===== config.mk =====
export PLATFORM = sky130hd
export DESIGN_NAME = sap_converter
export DESIGN_NICKNAME = d
export VERILOG_FILES = /design/src/inc/sap_pkg.sv /design/src/core/sap_fifo.sv /design/src/core/sap_converter.sv
export SDC_FILE = /design/constraint.sdc
export NUM_CORES = 1
export LEC_CHECK = 0
export ABC_AREA = 0
export BUFFER_PORTS_ARGS = -buffer_cell sky130_fd_sc_hd__buf_2
export CAP_MARGIN = 25
export CORE_MARGIN = 8
export CORE_UTILIZATION = 55
export DETAILED_ROUTE_END_ITERATION = 10
export PLACE_DENSITY = 0.75
export SYNTH_ARGS = -nofsm -noshare
export SYNTH_HDL_FRONTEND = slang
export SYNTH_SLANG_ARGS = --single-unit

===== constraint.sdc =====
create_clock -name core_clk -period 3.35 [get_ports core_clk]
set_input_delay 0.335 -clock core_clk [delete_from_list [all_inputs] [get_ports core_clk]]
set_output_delay 0.335 -clock core_clk [all_outputs]
set_load 0.1 [all_outputs]

===== src/inc/sap_pkg.sv =====
// Shared constants and carrier types of the converter control and port.
// Assumes one 100 MHz core clock and asynchronous pins from the host.
`default_nettype none
package sap_pkg;
	// ----------------------------------------------------------------
	// Widths and timing
	// ----------------------------------------------------------------
	localparam int RESULT_W = 18;
	localparam int IDX_W = 5;
	localparam int SYNC_STAGES = 3;
	localparam int CLK_PERIOD_NS = 10;
	localparam int BIT_TIME_NS = 20;
	localparam int BIT_CYCLES = (BIT_TIME_NS + CLK_PERIOD_NS - 1) / CLK_PERIOD_NS;
	localparam int FIFO_DEPTH = 8;
	localparam logic [IDX_W-1:0] LAST_BIT = 5'h11;
	localparam logic [IDX_W-1:0] SER_BITS = 5'h12;
	// ----------------------------------------------------------------
	// Interface mode codes {bit1, bit0}
	// ----------------------------------------------------------------
	localparam logic [1:0] MODE_PAR18 = 2'h0;
	localparam logic [1:0] MODE_PAR16 = 2'h1;
	localparam logic [1:0] MODE_PAR8 = 2'h2;
	localparam logic [1:0] MODE_SERIAL = 2'h3;
	// ----------------------------------------------------------------
	// Pin input slot positions in the synchroniser vector
	// ----------------------------------------------------------------
	localparam int PIN_CNV = 0;
	localparam int PIN_CS = 1;
	localparam int PIN_RD = 2;
	localparam int PIN_SCLK = 3;
	localparam int PIN_N = 4;
	// Serial clock resets low, its idle level, so no false fall follows reset
	localparam logic [PIN_N-1:0] PIN_RESET = 4'h7;
	typedef struct packed {
		logic serialClk;
		logic readN;
		logic chipSelectN;
		logic conversionStartN;
	} sap_pins_t;
	typedef struct packed {
		logic [1:0] interfaceSelect;
		logic outputCodingSelect;
		logic devicePowerDown;
		logic referencePowerDown;
		logic refBufferPowerDown;
	} sap_cfg_t;
	typedef struct packed {
		logic referenceOn;
		logic bufferOn;
		logic coreActive;
	} sap_power_t;
	typedef enum logic [2:0] {
		ST_IDLE = 3'h1,
		ST_CONVERT = 3'h2,
		ST_STORE = 3'h4
	} sap_state_t;
endpackage : sap_pkg
`default_nettype wire


===== src/core/sap_fifo.sv =====
// Result FIFO between the converter core and the output port.
// Assumes both sides on core_clk; pop side may stall indefinitely.
`default_nettype none
module sap_fifo import sap_pkg::*; #(
	parameter int WIDTH = RESULT_W,
	parameter int DEPTH = FIFO_DEPTH
) (
	input wire logic core_clk,
	input wire logic rst,
	input wire logic inValid,
	output logic inReady,
	input wire logic [WIDTH-1:0] inData,
	output logic outValid,
	input wire logic outReady,
	output logic [WIDTH-1:0] outData
);
	localparam int AW = $clog2(DEPTH);
	typedef struct packed {
		logic [AW-1:0] wrPtr;
		logic [AW-1:0] rdPtr;
		logic [AW:0] count;
	} sap_fifo_state_t;
	sap_fifo_state_t st, next_st;
	logic [WIDTH-1:0] mem [DEPTH];
	logic push, pop;
	assign inReady = (st.count != DEPTH[AW:0]);
	assign outValid = (st.count != '0);
	assign outData = mem[st.rdPtr];
	assign push = inValid && inReady;
	assign pop = outValid && outReady;
	always_comb begin
		next_st = st;
		if (push)
			next_st.wrPtr = AW'(st.wrPtr + 1'b1);
		if (pop)
			next_st.rdPtr = AW'(st.rdPtr + 1'b1);
		if (push && !pop)
			next_st.count = (AW+1)'(st.count + 1'b1);
		else if (pop && !push)
			next_st.count = (AW+1)'(st.count - 1'b1);
	end
	always_ff @(posedge core_clk) begin
		if (rst)
			st <= '0;
		else
			st <= next_st;
		if (push)
			mem[st.wrPtr] <= inData;
	end
endmodule : sap_fifo
`default_nettype wire


===== src/core/sap_converter.sv =====
// Conversion control and parallel/serial output port of the converter.
// Assumes host pins are asynchronous and the comparator decision is
// stable on core_clk when each bit trial is sampled.
//
// What this block does
// - A started conversion always completes; new starts and power-down cannot abort it.
// - Conversion start acts regardless of chip select and read strobe.
// - Chip select or read strobe high puts all data outputs in high impedance.
// - Chip select low with read strobe low drives the result onto the bus.
// - Coding select picks binary or two's complement, except in 18-bit mode.
// - Parallel port supports 18, 16 or 8 bit widths by mode inputs.
// - Result readable after conversion, in acquisition, or during the next conversion.
// - Serial output shares the parallel data bus pins.
// - Both mode inputs high selects the serial interface.
// - Serial mode shifts 18 bits out, MSB first, one per clock pulse.
// - Each serial bit holds across both clock edges of its pulse.
// - Both reference power-down inputs low run reference and buffer.
// - Reference power-down only powers the reference down, buffer stays on.
// - Both inputs high power down reference and buffer.
// - Reference and buffer power do not follow the main power-down input.
// - End of approximation produces the code and drops busy.
`default_nettype none
module sap_converter import sap_pkg::*; #(
	parameter int BIT_WAIT = BIT_CYCLES
) (
	input wire logic core_clk,
	input wire logic rst,
	input wire sap_pins_t pins,
	input wire sap_cfg_t cfg,
	input wire logic comparatorHigh,
	output logic busy,
	output logic [RESULT_W-1:0] dataBus,
	output logic [RESULT_W-1:0] dataBusOeN,
	output sap_power_t power
);
	// ----------------------------------------------------------------
	// Helpers
	// ----------------------------------------------------------------
	function automatic logic [RESULT_W-1:0] applyCoding(
		input logic [RESULT_W-1:0] w,
		input logic binary
	);
		applyCoding = binary ? w : {~w[RESULT_W-1], w[RESULT_W-2:0]};
	endfunction : applyCoding

	function automatic logic [RESULT_W-1:0] busImage(
		input logic [RESULT_W-1:0] w,
		input logic [1:0] mode,
		input logic [1:0] phase,
		input logic [IDX_W-1:0] serIdx
	);
		logic [RESULT_W-1:0] img;
		img = '0;
		if (mode == MODE_PAR18) begin
			img = w;
		end else if (mode == MODE_PAR16) begin
			if (phase == 2'h0)
				img[15:0] = w[17:2];
			else
				img[15:0] = {w[1:0], 14'h0000};
		end else if (mode == MODE_PAR8) begin
			if (phase == 2'h0)
				img[7:0] = w[17:10];
			else if (phase == 2'h1)
				img[7:0] = w[9:2];
			else
				img[7:0] = {w[1:0], 6'h00};
		end else begin
			// Serial bit rides on bus bit 0, no pin of its own
			if (serIdx < SER_BITS)
				img[0] = w[LAST_BIT - serIdx];
		end
		busImage = img;
	endfunction : busImage

	// ----------------------------------------------------------------
	// State
	// ----------------------------------------------------------------
	typedef struct packed {
		logic [PIN_N-1:0] sync1;
		logic [PIN_N-1:0] sync2;
		logic [PIN_N-1:0] sync3;
		logic [PIN_N-1:0] filt;
		sap_state_t state;
		logic [RESULT_W-1:0] sar;
		logic [IDX_W-1:0] bitIdx;
		logic [7:0] waitCnt;
		logic [RESULT_W-1:0] outWord;
		logic [1:0] phase;
		logic [IDX_W-1:0] serIdx;
		logic busy;
		logic [RESULT_W-1:0] bus;
		logic [RESULT_W-1:0] oeN;
		sap_power_t power;
	} sap_core_state_t;
	sap_core_state_t st, next_st;

	logic [PIN_N-1:0] pinVec;
	logic [PIN_N-1:0] filtNext;
	logic startEdge, rdRise, sclkFall, portSel, portIdle;
	logic pushReady, popValid, popReady;
	logic [RESULT_W-1:0] popData, coded, busWord;
	logic binaryCoding;

	assign pinVec = {pins.serialClk, pins.readN, pins.chipSelectN,
		pins.conversionStartN};
	// Filter kept outside the next-state process to avoid a feedback path
	for (genvar g = 0; g < PIN_N; g++) begin : gFilt
		assign filtNext[g] = (st.sync2[g] == st.sync3[g]) ?
			st.sync3[g] : st.filt[g];
	end
	assign startEdge = st.filt[PIN_CNV] && !filtNext[PIN_CNV];
	assign rdRise = !st.filt[PIN_RD] && filtNext[PIN_RD];
	assign sclkFall = st.filt[PIN_SCLK] && !filtNext[PIN_SCLK];
	assign portSel = !st.filt[PIN_CS] && !st.filt[PIN_RD];
	assign portIdle = st.filt[PIN_CS] || st.filt[PIN_RD];
	// Coding select has no effect in the full-width parallel mode
	assign binaryCoding = (cfg.interfaceSelect == MODE_PAR18) ||
		cfg.outputCodingSelect;
	assign coded = applyCoding(st.outWord, binaryCoding);
	assign busWord = busImage(coded, cfg.interfaceSelect, st.phase,
		st.serIdx);
	// New results only land while the port is quiet, so a read in progress
	// keeps the previous word; finished results wait in the FIFO meanwhile
	assign popReady = portIdle && !rdRise;

	sap_fifo #(
		.WIDTH(RESULT_W),
		.DEPTH(FIFO_DEPTH)
	) resultFifo (
		.core_clk(core_clk),
		.rst(rst),
		.inValid(st.state == ST_STORE),
		.inReady(pushReady),
		.inData(st.sar),
		.outValid(popValid),
		.outReady(popReady),
		.outData(popData)
	);

	// ----------------------------------------------------------------
	// Next state
	// ----------------------------------------------------------------
	always_comb begin
		next_st = st;
		next_st.sync1 = pinVec;
		next_st.sync2 = st.sync1;
		next_st.sync3 = st.sync2;
		next_st.filt = filtNext;
		case (st.state)
			ST_IDLE: begin
				// Power-down only blocks new launches, never a running one
				if (startEdge && !cfg.devicePowerDown) begin
					next_st.state = ST_CONVERT;
					next_st.busy = 1'b1;
					next_st.sar = {1'b1, {(RESULT_W-1){1'b0}}};
					next_st.bitIdx = '0;
					next_st.waitCnt = 8'(BIT_WAIT - 1);
				end
			end
			ST_CONVERT: begin
				// Further starts and power-down are ignored here
				if (st.waitCnt != 8'h00) begin
					next_st.waitCnt = 8'(st.waitCnt - 1'b1);
				end else begin
					next_st.sar[LAST_BIT - st.bitIdx] = comparatorHigh;
					next_st.waitCnt = 8'(BIT_WAIT - 1);
					if (st.bitIdx == LAST_BIT) begin
						next_st.state = ST_STORE;
					end else begin
						next_st.bitIdx = IDX_W'(st.bitIdx + 1'b1);
						next_st.sar[LAST_BIT - st.bitIdx - 1'b1] = 1'b1;
					end
				end
			end
			ST_STORE: begin
				// Busy holds until the FIFO accepts the code
				if (pushReady) begin
					next_st.state = ST_IDLE;
					next_st.busy = 1'b0;
				end
			end
			default: begin
				next_st.state = ST_IDLE;
				next_st.busy = 1'b0;
			end
		endcase
		if (popValid && popReady) begin
			next_st.outWord = popData;
			next_st.phase = 2'h0;
		end else if (rdRise && !st.filt[PIN_CS]) begin
			if ((cfg.interfaceSelect == MODE_PAR16 && st.phase == 2'h0) ||
				(cfg.interfaceSelect == MODE_PAR8 && st.phase != 2'h2))
				next_st.phase = 2'(st.phase + 1'b1);
			else
				next_st.phase = 2'h0;
		end
		// Next bit launched on the falling edge, so it stays put across the
		// rising edge, which is where the host model samples each bit
		if (!portSel)
			next_st.serIdx = '0;
		else if (sclkFall && st.serIdx < SER_BITS)
			next_st.serIdx = IDX_W'(st.serIdx + 1'b1);
		next_st.bus = busWord;
		next_st.oeN = portSel ? '0 : '1;
		next_st.power.referenceOn = !cfg.referencePowerDown;
		next_st.power.bufferOn = !cfg.refBufferPowerDown;
		next_st.power.coreActive = !cfg.devicePowerDown || st.busy;
	end

	always_ff @(posedge core_clk) begin
		if (rst) begin
			st <= '0;
			st.sync1 <= PIN_RESET;
			st.sync2 <= PIN_RESET;
			st.sync3 <= PIN_RESET;
			st.filt <= PIN_RESET;
			st.state <= ST_IDLE;
			st.oeN <= '1;
		end else begin
			st <= next_st;
		end
	end

	assign busy = st.busy;
	assign dataBus = st.bus;
	assign dataBusOeN = st.oeN;
	assign power = st.power;

	// ----------------------------------------------------------------
	// Checks
	// ----------------------------------------------------------------
	chk_convert_no_abort: assert property (@(posedge core_clk) disable iff (rst)
		(st.state == ST_CONVERT && st.waitCnt != 8'h00) |=>
		st.state == ST_CONVERT && st.busy)
		else $error("conversion left early");
	chk_start_ignores_port: assert property (@(posedge core_clk) disable iff (rst)
		(st.state == ST_IDLE && startEdge && !cfg.devicePowerDown) |=>
		st.busy && st.sar[RESULT_W-1])
		else $error("start edge not taken");
	chk_bus_released: assert property (@(posedge core_clk) disable iff (rst)
		(st.filt[PIN_CS] || st.filt[PIN_RD]) |=> dataBusOeN == '1)
		else $error("bus driven while deselected");
	chk_bus_driven: assert property (@(posedge core_clk) disable iff (rst)
		portSel |=> dataBusOeN == '0)
		else $error("bus not driven while read");
	chk_full_binary: assert property (@(posedge core_clk) disable iff (rst)
		(cfg.interfaceSelect == MODE_PAR18 && $stable(st.outWord)) |=>
		dataBus == $past(st.outWord))
		else $error("18-bit mode not straight binary");
	chk_serial_msb: assert property (@(posedge core_clk) disable iff (rst)
		(cfg.interfaceSelect == MODE_SERIAL && st.serIdx == 5'h00) |=>
		dataBus[0] == $past(coded[RESULT_W-1]) && dataBus[17:1] == '0)
		else $error("serial MSB not first");
	chk_serial_hold: assert property (@(posedge core_clk) disable iff (rst)
		(portSel && !sclkFall && st.serIdx != 5'h00) |=>
		$stable(st.serIdx))
		else $error("serial bit moved off launch edge");
	chk_ref_control: assert property (@(posedge core_clk) disable iff (rst)
		1'b1 |=> power.referenceOn == !$past(cfg.referencePowerDown) &&
		power.bufferOn == !$past(cfg.refBufferPowerDown))
		else $error("reference power mismatch");
	chk_ref_indep_pd: assert property (@(posedge core_clk) disable iff (rst)
		($changed(cfg.devicePowerDown) && $stable(cfg.referencePowerDown) &&
		$stable(cfg.refBufferPowerDown)) ##1 $stable(cfg.referencePowerDown)
		|=> $stable(power.referenceOn))
		else $error("reference follows power-down");
	chk_busy_end: assert property (@(posedge core_clk) disable iff (rst)
		(st.state == ST_STORE && pushReady) |=> !busy ##1 1'b1)
		else $error("busy not dropped at end");
	chk_busy_span: assert property (@(posedge core_clk) disable iff (rst)
		$fell(busy) |-> $past(st.state) == ST_STORE)
		else $error("busy fell before result stored");
endmodule : sap_converter
`default_nettype wire


# After elaboration in Yosys (flattened, before gate mapping)
# Memory sizes are Yosys's and may differ from the RTL's. A register that Yosys moved wholly into a read port is not among the register bits.
# Cells that the tools add are included.
[totals] in_bits=13 elab_cells=143 reg_bits=107 n_memories=1 ramBits=144
[mem_list] name="resultFifo.mem" depth=8 word_bits=18 read_ports=1 rd_ports_with_merged_regs=1 write_ports=1 line_no="sap_fifo.sv:24" rtl="logic [WIDTH-1:0] mem [DEPTH];"
[op_classes] eq_ne=18 addsub=11 n_lt_le_gt_ge=6 bitwise_logic=5 n_reduce_logical=44 muxes=37
[ops] op="one-hot mux 31 bit (2 select lines)" count=1
[ops] op="two-way mux 8 bit" count=5
[ops] op="two-way mux 18 bit" count=2
[ops] op="two-way mux 34 bit" count=1
[ops] op="two-way mux 16 bit" count=2
[ops] op="two-way mux 26 bit" count=1
[ops] op="two-way mux 23 bit" count=1
[ops] op="bitwise mux 18 bit" count=1
[ops] op="< comparator 5 x 6 -> 1 bit (second input constant)" count=3
[ops] op="bitwise OR 18 bit" count=1
[ops] op="logical AND 1 bit" count=16
[ops] op="two-way mux 1 bit" count=12
[ops] op="!= test 2 bit (second input constant)" count=6
[ops] op="adder 5 x 1 -> 5 bit (second input constant)" count=2
[ops] op="demux 1 bit (select 5 bit)" count=2
[ops] op="greater-or-equal comparator 5 x 1 -> 1 bit (second input constant)" count=2
[ops] op="zero test 1 bit" count=10
[ops] op="subtractor 5 bit (first input constant)" count=2
[ops] op="one-hot mux 3 bit (3 select lines)" count=1
[ops] op="two-way mux 4 bit" count=2
[ops] op="AND reduction 4 bit" count=2
[ops] op="nonzero test 8 bit" count=1
[ops] op="subtractor 8 x 1 -> 8 bit (second input constant)" count=1
[ops] op="two-way mux 7 bit" count=1
[ops] op="26 further kinds" count=43

# Depth between registers and ports, before layout
# Gate-level depths: netlist (run 1).
[logic_depth] word_depth=10 depth_mapped=12

# Hierarchy
# A second synthesis (run 1) with hierarchy kept.
[hier_totals] cells_unflattened=907 area_unflattened_um2=11347.1
[by_module_without_submodules] module="sap_fifo" seq_area_each_um2=4584.4 cells_each=281 area_per_inst_um2=6185.9 n_inst=1
[by_module_without_submodules] module="sap_converter" seq_area_each_um2=1961.9 cells_each=626 area_per_inst_um2=5161.2 n_inst=1

# Least setup slack after synthesis (run 1)
# No wires, ideal clock.
[synth_timing] path_kind="flip-flop to flip-flop" from="register st[98] (netlist bit)" to="memory resultFifo.mem[0][0] (netlist bit) (enable)" n_path_buf=1 t_required_ps=2911 synth_period_minus_slack_ps=3250 setup_slack_ps=100 path_stages_with_launch=5 setup_ps=439 arrival_time_ps=2811 cell_sequence="dfxtp_1 > clkbuf_1 > nor3b_1 > nand2_1 > nor4_1"
[synth_between] elab_chain_cells=4
[synth_lines] item="start, declared" line_no="sap_converter.sv:96" rtl="sap_core_state_t st, next_st;"
[synth_lines] item="start signal, assigned" line_no="sap_converter.sv:221" rtl="st <= next_st;"
[synth_lines] item="equality test 3 bit" line_no="sap_converter.sv:133" rtl=".inValid(st.state == ST_STORE),"
[synth_lines] item="logical AND 1 bit" line_no="sap_fifo.sv:29" rtl="assign push = inValid && inReady;"
[synth_lines] item="two-way mux 1 bit" line_no="sap_fifo.sv:47" rtl="if (push)"
[synth_lines] item="two-way mux 1 bit (not written as such)" line_no="sap_fifo.sv:48" rtl="mem[st.wrPtr] <= inData;"
[synth_lines] item="end, declared" line_no="sap_fifo.sv:24"
# Every way passes these cells.

# Worst setup path in the final report (run 1)
[layout_timing] from="register resultFifo.st[0] (netlist bit)" to="register resultFifo.st[3] (netlist bit)"
[layout_between] elab_chain_cells=5
[layout_lines] item="start, declared" line_no="sap_fifo.sv:23" rtl="sap_fifo_state_t st, next_st;"
[layout_lines] item="start signal, assigned" line_no="sap_fifo.sv:46" rtl="st <= next_st;"
[layout_lines] item="!= test 4 bit (*)" line_no="sap_fifo.sv:26" rtl="assign inReady = (st.count != DEPTH[AW:0]);"
[layout_lines] item="logical AND 1 bit (*)" line_no="sap_fifo.sv:29"
[layout_lines] item="via resultFifo.push" line_no="sap_fifo.sv:25" rtl="logic push, pop;"
[layout_lines] item="zero test 1 bit" line_no="sap_fifo.sv:39" rtl="else if (pop && !push)"
[layout_lines] item="logical AND 1 bit" line_no="sap_fifo.sv:39"
[layout_lines] item="nonzero test 2 bit (no line)"
# The timed path passes the listed nets; every way through them passes the cells marked *. The select of a mux whose other input is x is not followed.
# A chain may end at the register's enable or synchronous reset.

==> results of run 1 <==
[registers in the layout, indices dropped and copies added (netlist names)]
signal,cells
next_st,8
power,3
dataBusOeN,1
dataBus,18
resultFifo.st,10
busy,1
st,67
resultFifo.mem,144
[worst max-delay path by stage]
stage,startpoint,slack (ns),end
2_1_floorplan,st[98],0.1,resultFifo.mem[0][0]
6_report,resultFifo.st[0],0.47,resultFifo.st[3]
3_3_place_gp,resultFifo.st[0],0.54,resultFifo.st[3]
4_1_cts,resultFifo.st[0],0.46,resultFifo.st[3]
3_5_place_dp,resultFifo.st[0],0.48,resultFifo.st[3]
5_1_grt,resultFifo.st[0],0.21,resultFifo.st[3]
[cell type report]
class	count	area [sq um]
Fill cell	1579	7689
Clock buffer	31	709.4
Timing Repair Buffer	75	445.4
Clock inverter	14	155.1
Multi-Input combinational cell	523	4129
Sequential cell	252	6487
Inverter	23	86.33
Tap cell	270	337.8
[cells by family after synthesis]
group / count (synthesis)
DFF: 252
and+or+nand+nor: 245
AOI/OAI and AO/OA: 164
buffers and inverters: 108
muxes: 74
adders and majority gates: 21
xor gates and xnor gates: 19
[worst max-delay path, cell delays in order, from the launching register on]
cell     delay [ns]
dfxtp_1        0.36
nor3_1         0.43
nand2_1        0.16
nand2_1        0.24
inv_1          0.15
ha_1           0.23
inv_1          0.12
ha_1           0.25
a21o_1         0.18
a21oi_1        0.16
xnor2_1        0.08
or3_1          0.31
a21oi_1        0.14
[power groups by stage]
stage	Sequential [uW]	Combinational (uW)	Clock (uW)
CTS	3620	1340	2930
global route	3650	1450	3040
floorplan	3560	1180	0
global placement	3680	1310	0
detailed placement	3690	1330	0
finish	3620	1330	2880
[stage by stage]
step           utilization (%)  cells  worst slack (ns)  power (uW)  hold WS, ns
3_5_place_dp             57.07   1138            0.4783        5019       0.3949
2_1_floorplan                -    883           0.09970        4747       0.3895
6_report                 61.63   1188            0.4731        7824      0.02208
3_3_place_gp             57.07   1138            0.5391        4990       0.3910
5_1_grt                  61.63   1188            0.2112        8142      0.01481
4_1_cts                  61.63   1188            0.4554        7892     0.008384
[cell usage in the layout, fill, tap and decap left out, types with 6 or more instances in the layout]
cell and count:
buf_2 52, o21ai_0 18, a211oi_1 29, inv_1 23, nor2_1 70, buf_4 18
xor2_1 6, and2_1 12, a22o_1 8, nor3_1 23, ha_1 20, or2_2 12
a31oi_1 10, a221o_1 7, nand3b_1 6, clkbuf_16 26, xnor2_1 13, mux4_2 40
nand2b_1 13, edfxtp_1 144, a21oi_1 38, a22oi_1 12, dfxtp_1 107, nand2_1 43
mux2i_1 31, nor2b_1 9, nand3_1 15, nor3b_1 7
[per-layer routing]
layer,part of all wire [%],up-vias
li1,-,3319
met1,42,3320
met2,50,176
met3,5.5,41
met4,2.3,0
met5,0,-
==> results.ini, run 1 <==
[status]
status=complete, no violations

[power]
p_comb_share_pct=17.0
worst_ir_drop_vdd_uv=357.7
switchingPower_uw=2176
p_clk_share_pct=36.8
p_int_uw=5648
p_leak_uw=0.004120
powerDensity_nw_per_um2=633.5
sw_frac_of_total_pct=27.81
seqPwrFrac_pct=46.3

[sta]
fin_worst_skew_ns=0.008779
finalCritPeriodShare_pct=85.88
tns_ns=0
tightestPinTransition_ns=0.8795
rsz0062_at_grt=no
finalHoldViolCount=0
layout_min_cycle_time_ns=2.877
setup_violations=0
maxSlewViolCount=0
max_freq_ghz=0.3476
slew_headroom_pct=41.26

[die]
initial_core_util_pct=55.59
die_x_um=158.3
pin_count=53
core.rowCount=52
die_height_um=158.3
dieArea_sq_um=25060
core_area_sq_um=20040

[global_routing]
grt_pass1_vias=6666
use_met1_pct=22.50
grt-ovfl-total=0
busiest_layer=met2
grt_pass1_wl_um=35510
met2_usage_pct=31.89
grtUsageTotal_pct=18.03
grt.met3_usage_pct=2.552
grt_max_degree=64
antenna_found_initial=0

[yosys]
synth.top_cell.area_share_pct=38.82
synth_top_family_by_area=simple AND/OR/NAND/NOR gates
synth_edf_count=144
yosys.area_share.adder_pct=2.426
yosysWarnings=0
synthTopCellsByCount=144 x edfxtp_1, 108 x dfxtp_1, 70 x nor2_1, 43 x nand2_1, 40 x mux4_2
synth-simple-area-share_pct=11.40
synth-compound-area-share_pct=10.18
yosysTopAreaCell=edfxtp_1
avgSynthCellArea_sq_um=12.62
synth_most_common_cell=edfxtp_1
ys_seq_area_share_pct=58.23
synthFlopType=edfxtp_1
syn_nets=917
synth_xor_area_share_pct=1.494
async_flop_share_pct=0
synth.area.mux_share_pct=11.18
syn_inst=883
synth.area.top_cells=edfxtp_1 39%, dfxtp_1 19%, mux4_2 8.1%
synth-seq-cells=252
synth.distinct_cells=70
syn-cell-area_sq_um=11140

[placed_design]
placed_area_sq_um=11440
hpwl_um=14670
place_congestion=0.9066
io_buffer_count=52

[setup_path]
cp.arrival_ns=3.32
required_ns=3.79
worstSetupPathType=flip-flop to flip-flop
cp_max_fo=6
r2r_start=resultFifo.st[0]
end_kind=flip-flop
r2r_end=resultFifo.st[3]
r2r_setup_slack_ns=0.47
rr_worst_depth=12
start_kind=flip-flop

[clocking]
clk_latency_ns=0.51
numCtsBuffers=25
max-clock-path-buffers=3
cts.sinks=252
cts_tree=yes
clkTransAtPathRegs_ns=0.06
ctsResizeCount=0
cts_setup_buffers=0
htreeDepth=1
cts_root_buf=clkbuf_16
hold_buffers=5

[cells_and_area]
area_delta_synth_final_pct=10.87
antennaDiodeCount=0
final_area_sq_um=12350
final_net_count=934
layout-drive-gt1-share_pct=20.04

[detailed_routing]
first_iter_violations=493
firstDrtPassIters=5
num_vias=6856
wl_per_cell_um=18.96
route.detailed.drc=0
drt-total-wl_um=22520
vias_per_cell=5.771
ant_nets=0

[worst_hold_path]
hold_end=power[0]
min_path_cells=2
hold_start=cfg[2]
worstHoldPathType=input port to flip-flop

[run]
maxCapViolCount=0

No activity file was read; power rests on OpenSTA's default activity.
==> run 2: changes to the inputs <==
--- a/config.mk
+++ b/config.mk
@@ -11,7 +11,7 @@
 export CORE_MARGIN = 8
 export CORE_UTILIZATION = 55
 export DETAILED_ROUTE_END_ITERATION = 10
-export PLACE_DENSITY = 0.75
+export PLACE_DENSITY_LB_ADDON = 0.3
 export SYNTH_ARGS = -nofsm -noshare
 export SYNTH_HDL_FRONTEND = slang
 export SYNTH_SLANG_ARGS = --single-unit
==> run 2 against run 1 <==
Utilization increased by 0.52 points. Worst setup slack improved by 0.017 ns. Clock skew increased by 0.0046 ns. Non-clock buffer count increased by 1. Register-to-register slack improved by 0.02 ns. Total power increased by 3.0%. Combinational power about the same. Clock-buffer cell count increased by 2. Largest cell class unchanged.
==> results.ini, run 2 (synthesized netlist as in run 1, its figures left out) <==
[status]
status=complete, no violations

[setup_path]
slowest_stage=nor3_1
r2r_setup_slack_ns=0.49
cp.arrival_ns=3.31
crit_chain=nor3_1, nand2_1, nand2_1, inv_1, ha_1, inv_1, ha_1, a21o_1, a21oi_1, xnor2_1, or3_1, a21oi_1
cp-startpoint=resultFifo.st[0]
start_kind=flip-flop
end_kind=flip-flop
r2r_end=resultFifo.st[3]
required_ns=3.80
crit_path_max_incr_delay_ns=0.43
cp_max_fo=6
worstPathBufferInverterCount=2
worstSetupPathType=flip-flop to flip-flop
rr_worst_depth=12
r2r_start=resultFifo.st[0]
cp_top_family=simple AND/OR/NAND/NOR gates

[sta]
tightestPinTransition_ns=0.8982
setup_violations=0
finalHoldViolCount=0
tns_ns=0
layout_setup_ws_ns=0.4906
maxSlewViolCount=0
max_freq_ghz=0.3497
layout_min_cycle_time_ns=2.859
slew_headroom_pct=40.01
rsz0062_at_grt=no
fin_worst_skew_ns=0.01333
finalCritPeriodShare_pct=85.36

[clocking]
hold_buffers=6
cts_root_buf=clkbuf_16
cts_setup_buffers=0
numCtsBuffers=26
cts_tree=yes
max-clock-path-buffers=3
ctsResizeCount=0
clkTransAtPathRegs_ns=0.06
htreeDepth=1
cts.sinks=252
clk_latency_ns=0.52

[cells_and_area]
layout-drive-gt1-share_pct=19.96
area_delta_synth_final_pct=11.80
fillers=1580
antennaDiodeCount=0
largest_reg_flops=144
final_net_count=936
regMostFlops=resultFifo.mem
layout_commonest_cell=edfxtp_1
finish.utilization_pct=62.15
final_cell_mix=144 x edfxtp_1, 107 x dfxtp_1, 70 x nor2_1
final_cell_count_no_fill=1192

[die]
pin_count=53
initial_core_util_pct=55.59
core.rowCount=52
die_height_um=158.3
dieArea_sq_um=25060
core_area_sq_um=20040
die_x_um=158.3

[global_routing]
grt_pass1_wl_um=34950
grtUsageTotal_pct=17.61
grt_pass1_vias=6544
grt-ovfl-total=0
antenna_found_initial=0
grt_max_degree=68

[worst_hold_path]
hold_start=pins[3]
worstHoldPathType=input port to flip-flop
hold_end=next_st[110]
min_path_cells=2

[power]
power_uw=8059
p_leak_uw=0.004152
worst_ir_drop_vdd_uv=370.0
powerDensity_nw_per_um2=647.0

[detailed_routing]
first_iter_violations=501
met3_length_um=1265
route.detailed.drc=0
ant_nets=0
dr.max_layer_used=met4
num_vias=6809
vias_per_cell=5.712
dr_wl_met2_um=10340
wl_per_cell_um=18.18
wirelength_met1_um=9570
firstDrtPassIters=5
drt-total-wl_um=21670

[placed_design]
placed_cells=1138
place_congestion=0.9076
hpwl_um=14490
io_buffer_count=52
preCtsSetupSlack_ns=0.4889

[run]
maxCapViolCount=0

run 2: cell count changes in the layout (fill, tap and decap cells not counted), sizes merged:
cell         delta
clkinv          -4
dlygate4sd3     +1
bufinv          +3
clkinvlp        +3
clkbuf          +2
inv             -1
run 2: layout make-up:
type                            count  area [sq um]  area share (%)
Multi-Input combinational cell    523          4129           33.15
Clock inverter                     15         227.7           1.828
Timing Repair Buffer               76         467.9           3.757
Tap cell                          270         337.8           2.712
Inverter                           23         86.33          0.6932
Sequential cell                   252          6487           52.09
Clock buffer                       33         718.2           5.767
run 2: routing by layer:
layer | global-route usage, % | vias to the layer above
met5 | 0 | -
met3 | 2.606 | 41
met1 | 23.24 | 3275
met2 | 29.46 | 187
li1 | - | 3306
met4 | 5.748 | 0
run 2: worst max-delay path by stage:
stage,to,cells past startpoint
floorplan,resultFifo.mem[0][0],4
global placement,resultFifo.st[3],12
detailed placement,resultFifo.st[3],12
CTS,resultFifo.st[3],12
global route,resultFifo.st[3],12
finish,resultFifo.st[3],12
run 2: per-stage QoR:
stage	hold slack (ns)	cell area (sq um)
6_report	0.01693	12450
5_1_grt	0.02837	12450
3_3_place_gp	0.3925	11450
4_1_cts	0.0007250	12450
2_1_floorplan	0.3895	11140
3_5_place_dp	0.3971	11450
run 2: power by group:
group          total [uW]  internal [uW]  switching (uW)
Clock                3120           1970            1150
Combinational        1310            523             787
Sequential           3630           3400             229
